File: src/hdl/orf_pkg.sv
package orf_pkg;

    // Register byte offsets
    localparam logic [7:0]  ORF_OFS_INT     = 8'h08;
    localparam logic [7:0]  ORF_OFS_RST     = 8'h0C;
    localparam logic [7:0]  ORF_OFS_MASK    = 8'h40;
    localparam logic [7:0]  ORF_OFS_EVT     = 8'h44;

    // Reset values
    localparam logic [31:0] ORF_RST_VAL     = 32'h0000_0000;
    localparam logic [31:0] ORF_INT_VAL     = 32'h0000_0000;
    localparam logic [7:0]  ORF_MASK_VAL    = 8'hFF;

    // Field positions in the interrupt register
    localparam int ORF_FLAG_LSB  = 0;
    localparam int ORF_STUCK_BIT = 7;
    localparam int ORF_IE_LSB    = 8;
    localparam int ORF_CLR_LSB   = 16;
    localparam int ORF_NSRC      = 6;

    // Writable mask of the peripheral reset register
    localparam logic [31:0] ORF_RST_WMASK   = 32'h0007_5A01;

    // Peripheral reset bit positions
    localparam int ORF_TIMER_C_BIT  = 18;
    localparam int ORF_TIMER_B_BIT  = 17;
    localparam int ORF_TIMER_A_BIT  = 16;
    localparam int ORF_SERIAL_BIT   = 14;
    localparam int ORF_SPI_BIT      = 12;
    localparam int ORF_ADVTIM_BIT   = 11;
    localparam int ORF_CONV_BIT     = 9;
    localparam int ORF_SYSCFG_BIT   = 0;

    // AXI responses
    localparam logic [1:0]  ORF_RESP_OKAY   = 2'h0;
    localparam logic [1:0]  ORF_RESP_SLVERR = 2'h2;

endpackage : orf_pkg

File: src/hdl/orf_sync.sv
`timescale 1ns/10ps
`default_nettype none

// Two-stage synchroniser for a bundle of asynchronous levels
module orf_sync #(
    parameter int W = 7
) (
    // Clock and reset
    input  wire logic         clk_in,
    input  wire logic         reset_n_in,
    // Data
    input  wire logic [W-1:0] async_in,
    output var  logic [W-1:0] sync_out
);

    logic [W-1:0] stage1;

    // First stage feeds only the second stage
    always_ff @(posedge clk_in or negedge reset_n_in) begin
        if (!reset_n_in) begin
            stage1   <= '0;
            sync_out <= '0;
        end else begin
            stage1   <= async_in;
            sync_out <= stage1;
        end
    end

endmodule // orf_sync

`default_nettype wire

File: src/hdl/orf_top.sv
`timescale 1ns/10ps
`default_nettype none

module orf_top
    import orf_pkg::*;
(
    // Clock and reset
    input  wire logic        clk_in,
    input  wire logic        reset_n_in,
    // AXI4-Lite write address
    input  wire logic [7:0]  s_axi_awaddr_in,
    input  wire logic        s_axi_awvalid_in,
    output logic             s_axi_awready_out,
    // AXI4-Lite write data
    input  wire logic [31:0] s_axi_wdata_in,
    input  wire logic [3:0]  s_axi_wstrb_in,
    input  wire logic        s_axi_wvalid_in,
    output logic             s_axi_wready_out,
    // AXI4-Lite write response
    output var  logic [1:0]  s_axi_bresp_out,
    output var  logic        s_axi_bvalid_out,
    input  wire logic        s_axi_bready_in,
    // AXI4-Lite read address
    input  wire logic [7:0]  s_axi_araddr_in,
    input  wire logic        s_axi_arvalid_in,
    output logic             s_axi_arready_out,
    // AXI4-Lite read data
    output var  logic [31:0] s_axi_rdata_out,
    output var  logic [1:0]  s_axi_rresp_out,
    output var  logic        s_axi_rvalid_out,
    input  wire logic        s_axi_rready_in,
    // Oscillator status levels, asynchronous
    input  wire logic        rc40k_stable_in,
    input  wire logic        slow_crystal_stable_in,
    input  wire logic        rc8_stable_in,
    input  wire logic        fast_crystal_stable_in,
    input  wire logic        pll_stable_in,
    input  wire logic        rc28_stable_in,
    input  wire logic        fast_crystal_stuck_in,
    // Peripheral resets, active high
    output var  logic        timer_c_reset_out,
    output var  logic        timer_b_reset_out,
    output var  logic        timer_a_reset_out,
    output var  logic        serial_port_reset_out,
    output var  logic        first_spi_reset_out,
    output var  logic        advanced_timer_reset_out,
    output var  logic        converter_reset_out,
    output var  logic        sysconfig_comparator_reset_out,
    // Interrupt request, level
    output logic             clock_irq_out
);

    // Synchronised status: bits 5..0 sources, bit 6 stuck detector
    logic [6:0]  status_sync;
    logic [6:0]  status_async;

    assign status_async = {fast_crystal_stuck_in, rc28_stable_in,
                           pll_stable_in, fast_crystal_stable_in,
                           rc8_stable_in, slow_crystal_stable_in,
                           rc40k_stable_in};

    // Every status level comes from another clock domain; each bit is an
    // independent level, so a per-bit two-flop chain is enough
    orf_sync #(
        .W (7)
    ) u_sync (
        .clk_in     (clk_in),
        .reset_n_in (reset_n_in),
        .async_in   (status_async),
        .sync_out   (status_sync)
    );

    // Register state; all of it resets to zero except the mask
    logic [31:0] apb2_peripheral_reset;
    logic [ORF_NSRC-1:0] stable_flag;
    logic [ORF_NSRC-1:0] stable_irq_enable;
    logic        crystal_stuck_flag;
    logic [7:0]  irq_mask;
    logic [7:0]  event_status;

    // Write channel holding registers: address and data may arrive apart
    // A parked half waits for its partner and is never dropped
    logic [7:0]  wr_addr;
    logic        wr_addr_held;
    logic [31:0] wr_data;
    logic [3:0]  wr_strb;
    logic        wr_data_held;

    // Byte-lane merge, used for the peripheral reset register
    // Unwritten lanes keep their old contents, as a narrow store expects
    function automatic logic [31:0] merge_lanes(
        input logic [31:0] old_v,
        input logic [31:0] new_v,
        input logic [3:0]  strb
    );
        logic [31:0] res;
        res = old_v;
        for (int i = 0; i < 4; i++) begin
            if (strb[i]) begin
                res[i*8 +: 8] = new_v[i*8 +: 8];
            end
        end
        return res;
    endfunction

    // Register select from a byte address, one bit per register:
    // 0 interrupt, 1 peripheral reset, 2 mask, 3 event status
    // Both channels use it, so the read and write maps cannot drift apart
    // The low two address bits are ignored: every register is one word
    function automatic logic [3:0] reg_select(input logic [7:0] addr);
        logic [7:0] word;
        word = {addr[7:2], 2'b00};
        return {(word == ORF_OFS_EVT), (word == ORF_OFS_MASK),
                (word == ORF_OFS_RST), (word == ORF_OFS_INT)};
    endfunction

    // Address and data acceptance
    // Each half is refused while parked or while a response waits
    assign s_axi_awready_out = !wr_addr_held && !s_axi_bvalid_out;
    assign s_axi_wready_out  = !wr_data_held && !s_axi_bvalid_out;

    wire         aw_take  = s_axi_awvalid_in && s_axi_awready_out;
    wire         w_take   = s_axi_wvalid_in && s_axi_wready_out;
    wire         have_a   = wr_addr_held || aw_take;
    wire         have_d   = wr_data_held || w_take;
    wire         wr_fire  = have_a && have_d;
    wire [7:0]   wa       = wr_addr_held ? wr_addr : s_axi_awaddr_in;
    wire [31:0]  wd       = wr_data_held ? wr_data : s_axi_wdata_in;
    wire [3:0]   ws       = wr_data_held ? wr_strb : s_axi_wstrb_in;
    wire [3:0]   wr_sel   = reg_select(wa);

    // Register selects; the event register holds nothing writable, so a
    // write there only earns an OKAY answer
    wire         wr_int   = wr_fire && wr_sel[0];
    wire         wr_rst   = wr_fire && wr_sel[1];
    wire         wr_mask  = wr_fire && wr_sel[2];
    wire         wr_hit   = |wr_sel;

    // Clear strobes decode only when their byte lane is written
    // They are never stored, so bits 23:16 always read back as zero
    wire [ORF_NSRC-1:0] clr_stable = (wr_int && ws[2]) ?
        wd[ORF_CLR_LSB +: ORF_NSRC] : '0;
    wire         clr_stuck = wr_int && ws[2] && wd[23];

    // Set conditions; the stable ones are gated by enables, the stuck one is not
    // A source stable while its enable is off leaves no trace
    wire [ORF_NSRC-1:0] set_stable =
        status_sync[ORF_NSRC-1:0] & stable_irq_enable;
    wire         set_stuck = status_sync[6];

    // Write address and data capture
    // AW and W may come in either order; the first is parked here
    always_ff @(posedge clk_in or negedge reset_n_in) begin
        if (!reset_n_in) begin
            wr_addr_held <= 1'b0;
            wr_data_held <= 1'b0;
            wr_addr      <= 8'h00;
            wr_data      <= 32'h0000_0000;
            wr_strb      <= 4'h0;
        end else begin
            if (aw_take) begin
                wr_addr <= s_axi_awaddr_in;
            end
            if (w_take) begin
                wr_data <= s_axi_wdata_in;
                wr_strb <= s_axi_wstrb_in;
            end
            wr_addr_held <= have_a && !wr_fire;
            wr_data_held <= have_d && !wr_fire;
        end
    end

    // Write response, one cycle after both halves are in
    // Both readies stay low until bready, so one write at a time
    always_ff @(posedge clk_in or negedge reset_n_in) begin
        if (!reset_n_in) begin
            s_axi_bvalid_out <= 1'b0;
            s_axi_bresp_out  <= ORF_RESP_OKAY;
        end else if (wr_fire) begin
            s_axi_bvalid_out <= 1'b1;
            s_axi_bresp_out  <= wr_hit ? ORF_RESP_OKAY : ORF_RESP_SLVERR;
        end else if (s_axi_bready_in) begin
            s_axi_bvalid_out <= 1'b0;
        end
    end

    // Peripheral reset register; reserved bits never stored
    // A stray one in a reserved place resets nothing
    always_ff @(posedge clk_in or negedge reset_n_in) begin
        if (!reset_n_in) begin
            apb2_peripheral_reset <= ORF_RST_VAL;
        end else if (wr_rst) begin
            apb2_peripheral_reset <= merge_lanes(apb2_peripheral_reset,
                                     wd, ws) & ORF_RST_WMASK;
        end
    end

    // Peripheral reset outputs follow the stored bits
    // Straight from flops, so a held peripheral sees no glitch
    assign timer_c_reset_out   = apb2_peripheral_reset[ORF_TIMER_C_BIT];
    assign timer_b_reset_out   = apb2_peripheral_reset[ORF_TIMER_B_BIT];
    assign timer_a_reset_out   = apb2_peripheral_reset[ORF_TIMER_A_BIT];
    assign serial_port_reset_out    =
        apb2_peripheral_reset[ORF_SERIAL_BIT];
    assign first_spi_reset_out      = apb2_peripheral_reset[ORF_SPI_BIT];
    assign advanced_timer_reset_out =
        apb2_peripheral_reset[ORF_ADVTIM_BIT];
    assign converter_reset_out      = apb2_peripheral_reset[ORF_CONV_BIT];
    assign sysconfig_comparator_reset_out =
        apb2_peripheral_reset[ORF_SYSCFG_BIT];
    // Timer resets above come straight from bits 18..16

    // Enable bits and mask
    // Mask powers up all ones, so every flag reaches the interrupt
    always_ff @(posedge clk_in or negedge reset_n_in) begin
        if (!reset_n_in) begin
            stable_irq_enable <= '0;
            irq_mask          <= ORF_MASK_VAL;
        end else begin
            if (wr_int && ws[1]) begin
                stable_irq_enable <= wd[ORF_IE_LSB +: ORF_NSRC];
            end
            if (wr_mask && ws[0]) begin
                irq_mask <= wd[7:0];
            end
        end
    end

    // Stable flags, one per source; set wins over a same-cycle clear
    // A source still stable and enabled re-sets its flag at once, so a
    // clear only sticks once the source drops or its enable is off
    generate
        for (genvar g = 0; g < ORF_NSRC; g++) begin : g_flag
            always_ff @(posedge clk_in or negedge reset_n_in) begin
                if (!reset_n_in) begin
                    stable_flag[g] <= 1'b0;
                end else if (set_stable[g]) begin
                    stable_flag[g] <= 1'b1;
                end else if (clr_stable[g]) begin
                    stable_flag[g] <= 1'b0;
                end
            end
        end
    endgenerate
    // Bit 5 rc28, 4 pll, 3 fast, 2 rc8, 1 slow, 0 rc40k

    // Stuck flag; a persisting stuck level re-sets after clearing
    // Same trade as the stable flags: no event is ever lost to a clear
    always_ff @(posedge clk_in or negedge reset_n_in) begin
        if (!reset_n_in) begin
            crystal_stuck_flag <= 1'b0;
        end else if (set_stuck) begin
            crystal_stuck_flag <= 1'b1;
        end else if (clr_stuck) begin
            crystal_stuck_flag <= 1'b0;
        end
    end

    // Register views
    // Bit 6 and bits 31:14 of the interrupt register read as zero
    wire [7:0]  flag_view = {crystal_stuck_flag, 1'b0, stable_flag};
    wire [31:0] int_view  = {24'h000000, flag_view} |
        {18'h00000, stable_irq_enable, 8'h00};

    // Read channel
    assign s_axi_arready_out = !s_axi_rvalid_out;
    wire        ar_take  = s_axi_arvalid_in && s_axi_arready_out;
    wire [3:0]  rd_sel   = reg_select(s_axi_araddr_in);
    // Only a taken read of the event register may clear it
    wire        rd_evt   = ar_take && rd_sel[3];
    wire        rd_hit   = |rd_sel;
    logic [31:0] rd_mux;

    // Read data select on the one-hot register select
    // Unmapped addresses read zero and answer with an error
    always_comb begin
        case (rd_sel)
            4'h1:    rd_mux = int_view;
            4'h2:    rd_mux = apb2_peripheral_reset;
            4'h4:    rd_mux = {24'h000000, irq_mask};
            4'h8:    rd_mux = {24'h000000, event_status};
            default: rd_mux = 32'h0000_0000;
        endcase
    end

    // Read response, one cycle after address taken
    // Read data is caught at the take, so it holds while it waits
    always_ff @(posedge clk_in or negedge reset_n_in) begin
        if (!reset_n_in) begin
            s_axi_rvalid_out <= 1'b0;
            s_axi_rdata_out  <= 32'h0000_0000;
            s_axi_rresp_out  <= ORF_RESP_OKAY;
        end else if (ar_take) begin
            s_axi_rvalid_out <= 1'b1;
            s_axi_rdata_out  <= rd_mux;
            s_axi_rresp_out  <= rd_hit ? ORF_RESP_OKAY : ORF_RESP_SLVERR;
        end else if (s_axi_rready_in) begin
            s_axi_rvalid_out <= 1'b0;
        end
    end

    // Event status: sticky on each flag rising, clear on read; set wins
    // Edge history resets to the flags' own reset value: no false rise
    logic [7:0] prev_flags;
    wire [7:0] flag_rise = flag_view & ~prev_flags;
    always_ff @(posedge clk_in or negedge reset_n_in) begin
        if (!reset_n_in) begin
            prev_flags   <= 8'h00;
            event_status <= 8'h00;
        end else begin
            prev_flags   <= flag_view;
            event_status <= (rd_evt ? 8'h00 : event_status) | flag_rise;
        end
    end

    // Interrupt tracks the flags themselves, gated by the mask
    // It falls as soon as the last unmasked flag is cleared
    assign clock_irq_out = |(flag_view & irq_mask);

endmodule // orf_top

`default_nettype wire

File: config.mk
export PLATFORM = sky130hd
export DESIGN_NAME = orf_top
export DESIGN_NICKNAME = d
export VERILOG_FILES = /design/src/hdl/orf_pkg.sv /design/src/hdl/orf_sync.sv /design/src/hdl/orf_top.sv
export SDC_FILE = /design/constraint.sdc
export NUM_CORES = 1
export LEC_CHECK = 0
export BUFFER_PORTS_ARGS = -buffer_cell sky130_fd_sc_hd__buf_2
export CORE_MARGIN = 1
export CORE_UTILIZATION = 35
export DETAILED_ROUTE_END_ITERATION = 6
export PLACE_DENSITY = 0.58
export SYNTH_ARGS = -nofsm -noshare
export SYNTH_HDL_FRONTEND = slang
export SYNTH_SLANG_ARGS = --single-unit
File: constraint.sdc
create_clock -name clk_in -period 2.55 [get_ports clk_in]
set_clock_uncertainty 0.15 [all_clocks]
set_input_delay 0.51 -clock clk_in [delete_from_list [all_inputs] [get_ports clk_in]]
set_output_delay 0.51 -clock clk_in [all_outputs]
set_load 0.03 [all_outputs]
==> flow_summary.yaml, run 1 <==
yosys:
  synth_top_family_by_area: "multiplexers"
  synth_xor_area_share_pct: 0
  synth_edf_count: 0
  ys_warn_count: 0
  ys_types: 37
  synth_fa_ha_area_share_pct: 0
  yosys.area_share.simple_pct: 7.936
  async_reset_ff_share_pct: 100.0
  syn_inst: 373
  synthMuxAreaShare_pct: 20.69
  synth_ff_type: "dfrtp_1"
  synth_seq_area_share_pct: 57.92
  synth_compound_area_share_pct: 8.297
  ys_ff_latch: 112
  synth_area_per_cell_sq_um: 13.02
  netlist_area_sq_mm: 0.004856
sta:
  slew_viol_final: 0
  rsz0062_at_grt: "false"
  setup_viol_count_final: 0
  max_slew_margin_pct: 57.64
  hold-worst-slack_ps: 119.8
  min_period_ps: 2445
  fin_tns_setup_ps: 0
  worst_slew_pin_slew_ps: 634.0
  finalHoldViolCount: 0
  fin_crit_sh_pct: 95.87
  max_freq_ghz: 0.4091
power_and_ir_drop:
  power.density_mw_per_mm2: 950.4
  ir_drop_mv: 0.3142
  p_leak_nw: 2.767
flow_run:
  cap_violations: 0
clock_tree:
  root_buffer: "clkbuf_16"
  clock-sinks: 112
  clockBufferDepth: 2
  cts_tree: "yes"
  htree_levels: 3
  clk_latency_ps: 340
  cts_inserted_buffers: 9
  clkTransAtPathRegs_ps: 70
detailed_routing:
  drc: 0
  vias_per_cell: 4.883
  wl_mm: 10.52
  first_pass_iters: 6
  vias: 3184
  ant_nets: 0
  post_drt_wl_per_cell_um: 16.13
  drt-initial-drc-count: 170
grt:
  grt_pass1_vias: 3196
  grt_pass1_wl_mm: 17.19
  antenna_found_initial: 0
  grt_overflow: 0
  grt_use_total_pct: 15.84
  grt_max_degree: 51
final_layout:
  areaGrowthSynthToFinish_pct: 19.35
  antennaDiodeCount: 0
  regArea_sq_mm: 0.002814
  fill_cells: 1263
  fin_nets: 537
  drive_gt1_share_pct: 42.23
  multi_input_area_sq_mm: 0.001853
placed_design:
  dpl.hpwl_mm: 7.897
  io_buffers: 84
  place.gp.congestion: 0.7866
critical_path:
  reg2reg_slack_ps: 110
  cp-start-kind: "register"
  cp-endpoint: "apb2_peripheral_reset[18]$_DFFE_PN0P_"
  rr_endpoint: "apb2_peripheral_reset[18]$_DFFE_PN0P_"
  end_kind: "register"
  startpoint: "wr_addr_held$_DFF_PN0_"
  arrival_ps: 2510
  crit_type: "reg2reg"
  critPathRequiredTime_ps: 2620
  r2r-start: "wr_addr_held$_DFF_PN0_"
  path_max_fanout: 11
  r2r_cells: 5
floorplanning:
  die_area_sq_mm: 0.01435
  io_pins: 116
  rows: 42
  start_util_pct: 36.24
  core_sq_mm: 0.01340
  die_w_um: 119.8
  die_h_um: 119.8
status:
  status: "finished clean"
min_path:
  hold_class: "in2reg"
-- kinds of logic (layout without fill, tap and decap cells) --
kind of cell / after synthesis / after routing
buffers and inverters: 43 / 131
multiplexers: 88 / 88
AO/OA/AOI/OAI: 55 / 55
flip-flops: 112 / 112
AND/OR/NAND/NOR: 74 / 74
other: 1 / 16
-- through the flow --
step           cell area, sq um  setup WS [ps]  util, %  instances  total power [mW]
4_1_cts                    5794          58.61    43.24        652             5.569
3_5_place_dp               5514          6.008    41.15        635             4.255
3_3_place_gp               5514          28.12    41.15        635             4.186
2_1_floorplan              4912          6.811        -        388             3.758
6_report                   5796          105.4    43.25        652             5.508
5_1_grt                    5796         0.8227    43.25        652             5.832
-- routing by layer --
| layer | vias up | wire length [um] | GRT usage [%] |
|---|---|---|---|
| met5 | - | 0 | 0 |
| met3 | 12 | 370 | 3.089 |
| met4 | 0 | 181 | 6.016 |
| met1 | 1554 | 5194 | 22.48 |
| li1 | 1517 | - | - |
| met2 | 101 | 4773 | 23.92 |
-- timing repair --
item	CTS	global route
setup buffers	0	0
endpoints found under the setup margin	0	11
hold endpoints to repair	27	0
hold buffers	1	0
gates resized for setup	0	1
-- how the worst min path moves through the flow --
stage                                           from                                    to  depth (start not counted)
after floorplan                           reset_n_in  apb2_peripheral_reset[0]$_DFFE_PN0P_                          0
after detailed placement  u_sync.stage1[2]$_DFF_PN0_          u_sync.sync_out[2]$_DFF_PN0_                          0
after CTS                            rc40k_stable_in            u_sync.stage1[0]$_DFF_PN0_                          1
after global routing                 rc40k_stable_in            u_sync.stage1[0]$_DFF_PN0_                          1
final                          fast_crystal_stuck_in            u_sync.stage1[6]$_DFF_PN0_                          1
after global placement    u_sync.stage1[2]$_DFF_PN0_          u_sync.sync_out[2]$_DFF_PN0_                          0
-- cells in the final DEF, fill, tap and decap left out, types with 2 or more instances in the layout --
| master | instances |
|---|---|
| clkbuf_16 | 9 |
| inv_1 | 12 |
| nor2b_1 | 3 |
| conb_1 | 16 |
| a222oi_1 | 3 |
| o2bb2ai_1 | 6 |
| or3b_2 | 2 |
| dfrtp_1 | 103 |
| o22ai_1 | 3 |
| clkbuf_1 | 4 |
| a211oi_1 | 2 |
| nand3_1 | 8 |
| buf_4 | 17 |
| o21ai_0 | 14 |
| a22o_1 | 16 |
| mux2_4 | 8 |
| nand2b_1 | 2 |
| a32o_1 | 2 |
| nor2_1 | 6 |
| nor3b_1 | 5 |
| dfstp_2 | 8 |
| or3_1 | 2 |
| buf_2 | 83 |
| buf_12 | 2 |
| mux2_2 | 67 |
| or3b_1 | 3 |
| a21oi_1 | 4 |
| nand4_1 | 10 |
| nand2_1 | 28 |
| nor3_1 | 3 |
| a22oi_1 | 2 |
| mux2i_1 | 13 |
-- where the power goes --
| part | leakage [nW] | switching [mW] | internal, mW | total (mW) |
|---|---|---|---|---|
| Clock | 0.127 | 0.602 | 0.694 | 1.30 |
| Combinational | 1.33 | 0.818 | 0.775 | 1.59 |
| Sequential | 1.31 | 0.340 | 2.28 | 2.62 |
| Total | 2.77 | 1.76 | 3.75 | 5.51 |
-- state kept, by name, indices dropped and copies added, names as in the netlist, 6 cells and up --
signal                 cells
prev_flags                 7
irq_mask                   8
wr_data                   22
u_sync.sync_out            7
u_sync.stage1              7
apb2_peripheral_reset      8
stable_irq_enable          6
s_axi_rdata_out           18
flag_view                  6
event_status               7
wr_addr                    6
-- synth_stat cells (all sizes together) (4+ instances only) --
library cell | n | area (sq um)
dfrtp | 104 | 2603
nand2 | 28 | 105.1
o2bb2ai | 6 | 52.55
nand4 | 10 | 62.56
a21oi | 4 | 20.02
or3b | 5 | 43.80
buf | 25 | 178.9
inv | 12 | 45.04
dfstp | 8 | 210.2
nor2 | 6 | 22.52
clkbuf | 6 | 22.52
o21ai | 14 | 70.07
mux2 | 75 | 874.6
nor3b | 5 | 37.54
a22o | 16 | 140.1
nand3 | 8 | 40.04
mux2i | 13 | 130.1
-- worst max-delay path: stages, from the launching register on --
cell      delay (ps)
dfrtp_2          460
or3b_2           510
a222oi_1         460
buf_4            250
nand3_1          150
mux2_2           330
-- layout make-up --
cell class              instances  share of cell area [%]
clock inverters                 2                  0.2807
multi-input cells             233                   31.97
clock buffers                  14                   4.383
inverters                      12                  0.7772
well taps                     176                   3.800
repair buffers                103                   10.23
flip-flops and latches        112                   48.55
(Power assumes the default switching activity.)
==> run 2: changes to the inputs <==
--- a/config.mk
+++ b/config.mk
@@ -8,8 +8,10 @@
 export BUFFER_PORTS_ARGS = -buffer_cell sky130_fd_sc_hd__buf_2
 export CORE_MARGIN = 1
 export CORE_UTILIZATION = 35
+export CTS_CLUSTER_DIAMETER = 60
 export DETAILED_ROUTE_END_ITERATION = 6
 export PLACE_DENSITY = 0.58
+export REMOVE_ABC_BUFFERS = 1
 export SYNTH_ARGS = -nofsm -noshare
 export SYNTH_HDL_FRONTEND = slang
 export SYNTH_SLANG_ARGS = --single-unit
==> run 2 against run 1 <==
  * Routed wire length fell by 1.0%
  * Utilization increased by 0.37 points
  * First-iteration DRC count fell by 7.6%
  * Worst setup slack worse by 12 ps
  * Combinational power hardly changed
  * Die area unchanged
  * Critical path type unchanged
  * Highest routed layer unchanged
  * Maximum frequency down 0.48%
  * Global-route usage is 0.20 points lower
  * Sequential power barely moved
==> flow_summary.yaml, run 2 (synthesized netlist as in run 1, its figures left out) <==
status:
  status: "finished clean"
detailed_routing:
  drc: 0
  vias_per_cell: 4.897
  ant_nets: 0
  first_pass_iters: 4
  drt-initial-drc-count: 157
  post_drt_wl_per_cell_um: 15.97
  wl_mm: 10.41
  vias: 3193
critical_path:
  cp-start-kind: "register"
  critPathRequiredTime_ps: 2670
  cp_top_family: "simple AND/OR/NAND/NOR gates"
  path_common_cell: "or3b_1"
  end_kind: "register"
  critPathMaxStageDelay_ps: 480
  worst-path-buf-inv: 1
  crit_chain: "or3b_1 > a222oi_1 > or3b_1 > buf_4 > mux2_4"
  crit_type: "reg2reg"
  slowest_stage: "dfrtp_2"
  path_max_fanout: 11
  arrival_ps: 2580
clock_tree:
  clkTransAtPathRegs_ps: 70
  cts_inserted_buffers: 9
  cts_tree: "yes"
  clock-sinks: 112
  clk_latency_ps: 350
  post_cts_buffers: 0
  htree_levels: 3
  clockBufferDepth: 2
  root_buffer: "clkbuf_16"
placed_design:
  place_ws_ps: 42.78
  place.gp.congestion: 0.8300
  io_buffers: 84
  dpl.hpwl_mm: 7.627
sta:
  fin_crit_sh_pct: 96.33
  setup_viol_count_final: 0
  rsz0062_at_grt: "false"
  fin_tns_setup_ps: 0
  worst_slew_pin_slew_ps: 722.1
  max_slew_margin_pct: 51.75
  max_freq_ghz: 0.4071
  finalHoldViolCount: 0
  worst_slack_ps: 93.64
  slew_viol_final: 0
  min_period_ps: 2456
floorplanning:
  die_w_um: 119.8
  core_sq_mm: 0.01340
  die_h_um: 119.8
  rows: 42
  io_pins: 116
  die_area_sq_mm: 0.01435
  start_util_pct: 36.24
final_layout:
  drive_gt1_share_pct: 42.86
  final_common_cell: "dfrtp_1"
  largest_reg_flops: 22
  layout_common_cells: "dfrtp_1, buf_2, mux2_2"
  fin_nets: 537
  largestRegisters: "wr_data (22), s_axi_rdata_out (18)"
  areaGrowthSynthToFinish_pct: 20.38
  utilization_pct: 43.62
  antennaDiodeCount: 0
  largest-register: "wr_data"
power_and_ir_drop:
  ir_drop_mv: 0.3353
  seq_power_share_pct: 45.3
  p_leak_nw: 2.794
  power.density_mw_per_mm2: 982.5
  p_int_mw: 3.972
  p_sw_share_pct: 30.84
  combPwrFrac_pct: 27.8
  power_frac_clock_pct: 26.9
  switching_power_mw: 1.771
grt:
  grt_use_total_pct: 15.64
  grt_pass1_vias: 3377
  antenna_found_initial: 1
  grt_overflow: 0
  grt_pass1_wl_mm: 17.28
  grt_max_degree: 66
flow_run:
  cap_violations: 0
min_path:
  hold_class: "in2reg"
-- run 2: metal layers --
layer,up-vias,part of all wire [%],global-route usage [%]
li1,1495,-,-
met1,1608,46,20.57
met2,78,48,24.96
met3,12,4.4,3.375
met4,0,1.6,6.563
met5,-,0,0
-- run 2: cell type report --
type / instances / area, sq um
repair buffers: 103 / 580.6
clock buffers: 12 / 256.5
inverters: 12 / 45.04
clock inverters: 4 / 76.32
fillers: 1288 / 7555
flip-flops and latches: 112 / 2814
multi-input cells: 233 / 1853
well taps: 176 / 220.2
-- run 2: path summary, 6_finish.rpt --
kind	slack [ps]	depth (start not counted)	startpoint	to
max reg2reg	90	5	wr_addr_held$_DFF_PN0_	irq_mask[0]$_DFFE_PN1P_
max in group asynchronous	1130	3	reset_n_in	irq_mask[0]$_DFFE_PN1P_
min	120	1	rc40k_stable_in	u_sync.stage1[0]$_DFF_PN0_
min reg2reg	200	0	u_sync.stage1[3]$_DFF_PN0_	u_sync.sync_out[3]$_DFF_PN0_
max	90	5	wr_addr_held$_DFF_PN0_	irq_mask[0]$_DFFE_PN1P_
min in group asynchronous	420	2	reset_n_in	wr_data[6]$_DFFE_PN0P_
-- run 2: power groups by stage --
stage	Sequential, mW	Clock, mW	Combinational, mW
finish	2.60	1.54	1.60
global route	2.68	1.65	1.75
CTS	2.60	1.59	1.61
detailed placement	2.64	0	1.61
global placement	2.61	0	1.57
floorplan	2.68	0	0.999
-- run 2: metrics by stage --
stage / area (sq um) / power [mW] / hold WS, ps / std cells
floorplan: 4711 / 3.684 / 64.41 / 357
global placement: 5502 / 4.182 / 187.6 / 635
detailed placement: 5502 / 4.245 / 186.3 / 635
CTS: 5844 / 5.811 / 103.3 / 652
global route: 5846 / 6.072 / 104.2 / 652
finish: 5846 / 5.743 / 116.3 / 652
-- run 2: what timing repair did --
| item | CTS | global route |
|---|---|---|
| hold buffers | 1 | 0 |
| resized for setup | 0 | 1 |
| hold endpoints to repair | 16 | 0 |
| endpoints found under the setup margin | 0 | 15 |
-- run 2: worst reg2reg max path, cell delays in order, from the launching register on --
cell and delay [ps]:
dfrtp_2 480, or3b_1 420, a222oi_1 420, or3b_1 400, buf_4 200, mux2_4 310
==> run 3: changes to the inputs <==
--- a/config.mk
+++ b/config.mk
@@ -6,6 +6,7 @@
 export NUM_CORES = 1
 export LEC_CHECK = 0
 export BUFFER_PORTS_ARGS = -buffer_cell sky130_fd_sc_hd__buf_2
+export CORE_ASPECT_RATIO = 2
 export CORE_MARGIN = 1
 export CORE_UTILIZATION = 35
 export CTS_CLUSTER_DIAMETER = 60
==> run 3 against run 2 <==
  * The run now ends with negative hold slack left
  * Register-to-register slack better by 30 ps
  * Highest routed layer unchanged
  * Clock power down 3%
  * Largest cell class unchanged
  * Global-route usage up 0.45 points
  * Cell area down 0.15%
  * Die area up 0.20%
  * Non-clock buffer count up 4
  * Maximum frequency up 1.1%
  * Utilization down 0.43 points
  * Largest power group unchanged
  * Routed wire length up 4.8%
  * Combinational power up 2%
  * First-iteration DRC count down 7.6%
  * Critical path depth unchanged
==> flow_summary.yaml, run 3 (synthesized netlist as in run 1, its figures left out) <==
critical_path:
  critPathRequiredTime_ps: 2670
  critPathMaxStageDelay_ps: 470
  path_common_cell: "or3b_1"
  worst-path-buf-inv: 1
  arrival_ps: 2550
  cp-start-kind: "register"
  crit_type: "reg2reg"
  crit_chain: "or3b_1 > a222oi_1 > or3b_1 > buf_4 > mux2_4"
  r2r_cells: 5
  end_kind: "register"
  startpoint: "wr_addr_held$_DFF_PN0_"
  slowest_stage: "dfrtp_2"
  cp.depth: 5
  path_max_fanout: 10
  cp_top_family: "simple AND/OR/NAND/NOR gates"
  r2r-start: "wr_addr_held$_DFF_PN0_"
power_and_ir_drop:
  power.density_mw_per_mm2: 985.6
  ir_drop_mv: 0.3853
  total_power_mw: 5.753
  p_leak_nw: 2.808
detailed_routing:
  vias_per_cell: 5.030
  first_pass_iters: 4
  ant_nets: 0
  drc: 0
  post_drt_wl_per_cell_um: 17.18
  vias: 3194
  wl_mm: 10.91
  drt-initial-drc-count: 145
clock_tree:
  htree_levels: 3
  root_buffer: "clkbuf_16"
  clockBufferDepth: 2
  clock-sinks: 112
  cts_hold_buffers: 0
  cts_inserted_buffers: 9
  clkTransAtPathRegs_ps: 70
  cts_tree: "yes"
  clk_latency_ps: 340
sta:
  hold-worst-slack_ps: -1.838
  slew_viol_final: 0
  finalHoldViolCount: 1
  fin_tns_setup_ps: 0
  worst_slew_pin_slew_ps: 759.9
  rsz0062_at_grt: "false"
  setup_viol_count_final: 0
  max_slew_margin_pct: 49.21
  min_period_ps: 2429
  fin_crit_sh_pct: 95.27
  max_freq_ghz: 0.4116
grt:
  antenna_found_initial: 0
  grt_pass1_vias: 3302
  grt_use_total_pct: 16.09
  grt_pass1_wl_mm: 17.46
  grt_max_degree: 48
  grt_overflow: 0
final_layout:
  layout_common_cells: "dfrtp_1, buf_2, mux2_2"
  fin_nets: 541
  largestRegisters: "wr_data (22), s_axi_rdata_out (18)"
  regArea_sq_mm: 0.002814
  areaGrowthSynthToFinish_pct: 20.20
  largest-register: "wr_data"
  largest_reg_flops: 22
  final_common_cell: "dfrtp_1"
  multi_input_area_sq_mm: 0.001853
  drive_gt1_share_pct: 43.54
  postLayoutCellArea_sq_mm: 0.005837
  utilization_pct: 43.19
  fill_cells: 1285
  antennaDiodeCount: 0
floorplanning:
  start_util_pct: 35.94
  core_sq_mm: 0.01351
  rows: 60
  die_h_um: 168.6
  die_w_um: 85.29
  die_area_sq_mm: 0.01438
  io_pins: 116
flow_run:
  cap_violations: 0
min_path:
  hold_class: "in2async"
placed_design:
  dpl.hpwl_mm: 8.375
  place.gp.congestion: 0.7882
  placed_cell_area_sq_mm: 0.005513
  io_buffers: 84
status:
  status: "finished, violations left"
  violations: "negative hold slack"
run 3: changes by cell type in the layout (fill, tap and decap cells not counted), sizes merged:
cell         previous run  this run
clkinvlp                1         2
dlygate4sd3             1         0
clkbuf                 12        11
buf                   102       107
run 3: path summary, 6_finish.rpt:
check                                               end  slack [ps]
max                             irq_mask[2]$_DFFE_PN1P_         120
min                              wr_data[0]$_DFFE_PN0P_          -2
max reg2reg                     irq_mask[2]$_DFFE_PN1P_         120
min reg2reg                u_sync.sync_out[4]$_DFF_PN0_         200
max in group asynchronous       irq_mask[0]$_DFFE_PN1P_        1580
min in group clk_in          u_sync.stage1[6]$_DFF_PN0_         120
run 3: worst register-to-register path, cell delays in order (launching register included):
cell      delay [ps]
dfrtp_2          470
or3b_1           450
a222oi_1         400
or3b_1           380
buf_4            190
mux2_4           310
run 3: through the flow:
stage	instances	hold slack (ps)	worst slack (ps)
after global placement	619	187.7	17.43
after CTS	635	7.715	49.60
after floorplan	357	64.41	-722.1
final	635	-1.838	120.5
after global routing	635	40.25	20.17
after detailed placement	619	185.5	-11.70
run 3: layout make-up:
| class | instances | share of cell area, % |
|---|---|---|
| Clock buffer | 11 | 4.159 |
| Clock inverter | 5 | 1.372 |
| Inverter | 12 | 0.7717 |
| Multi-Input combinational cell | 233 | 31.75 |
| Sequential cell | 112 | 48.21 |
| Tap cell | 155 | 3.323 |
| Timing Repair Buffer | 107 | 10.42 |
run 3: timing repair:
action,CTS,global route
resized for setup,0,1
setup buffers,0,0
endpoints found under the setup margin,0,12
run 3: routing by layer:
layer / share of wire, % / global-route usage, %
met2: 57 / 30.12
met4: 3.0 / 8.261
met3: 2.7 / 2.048
met1: 37 / 17.37
met5: 0 / 0
run 3: where the power goes:
part | switching, mW | internal, mW
logic | 0.851 | 0.792
registers | 0.333 | 2.28
clock network | 0.611 | 0.886
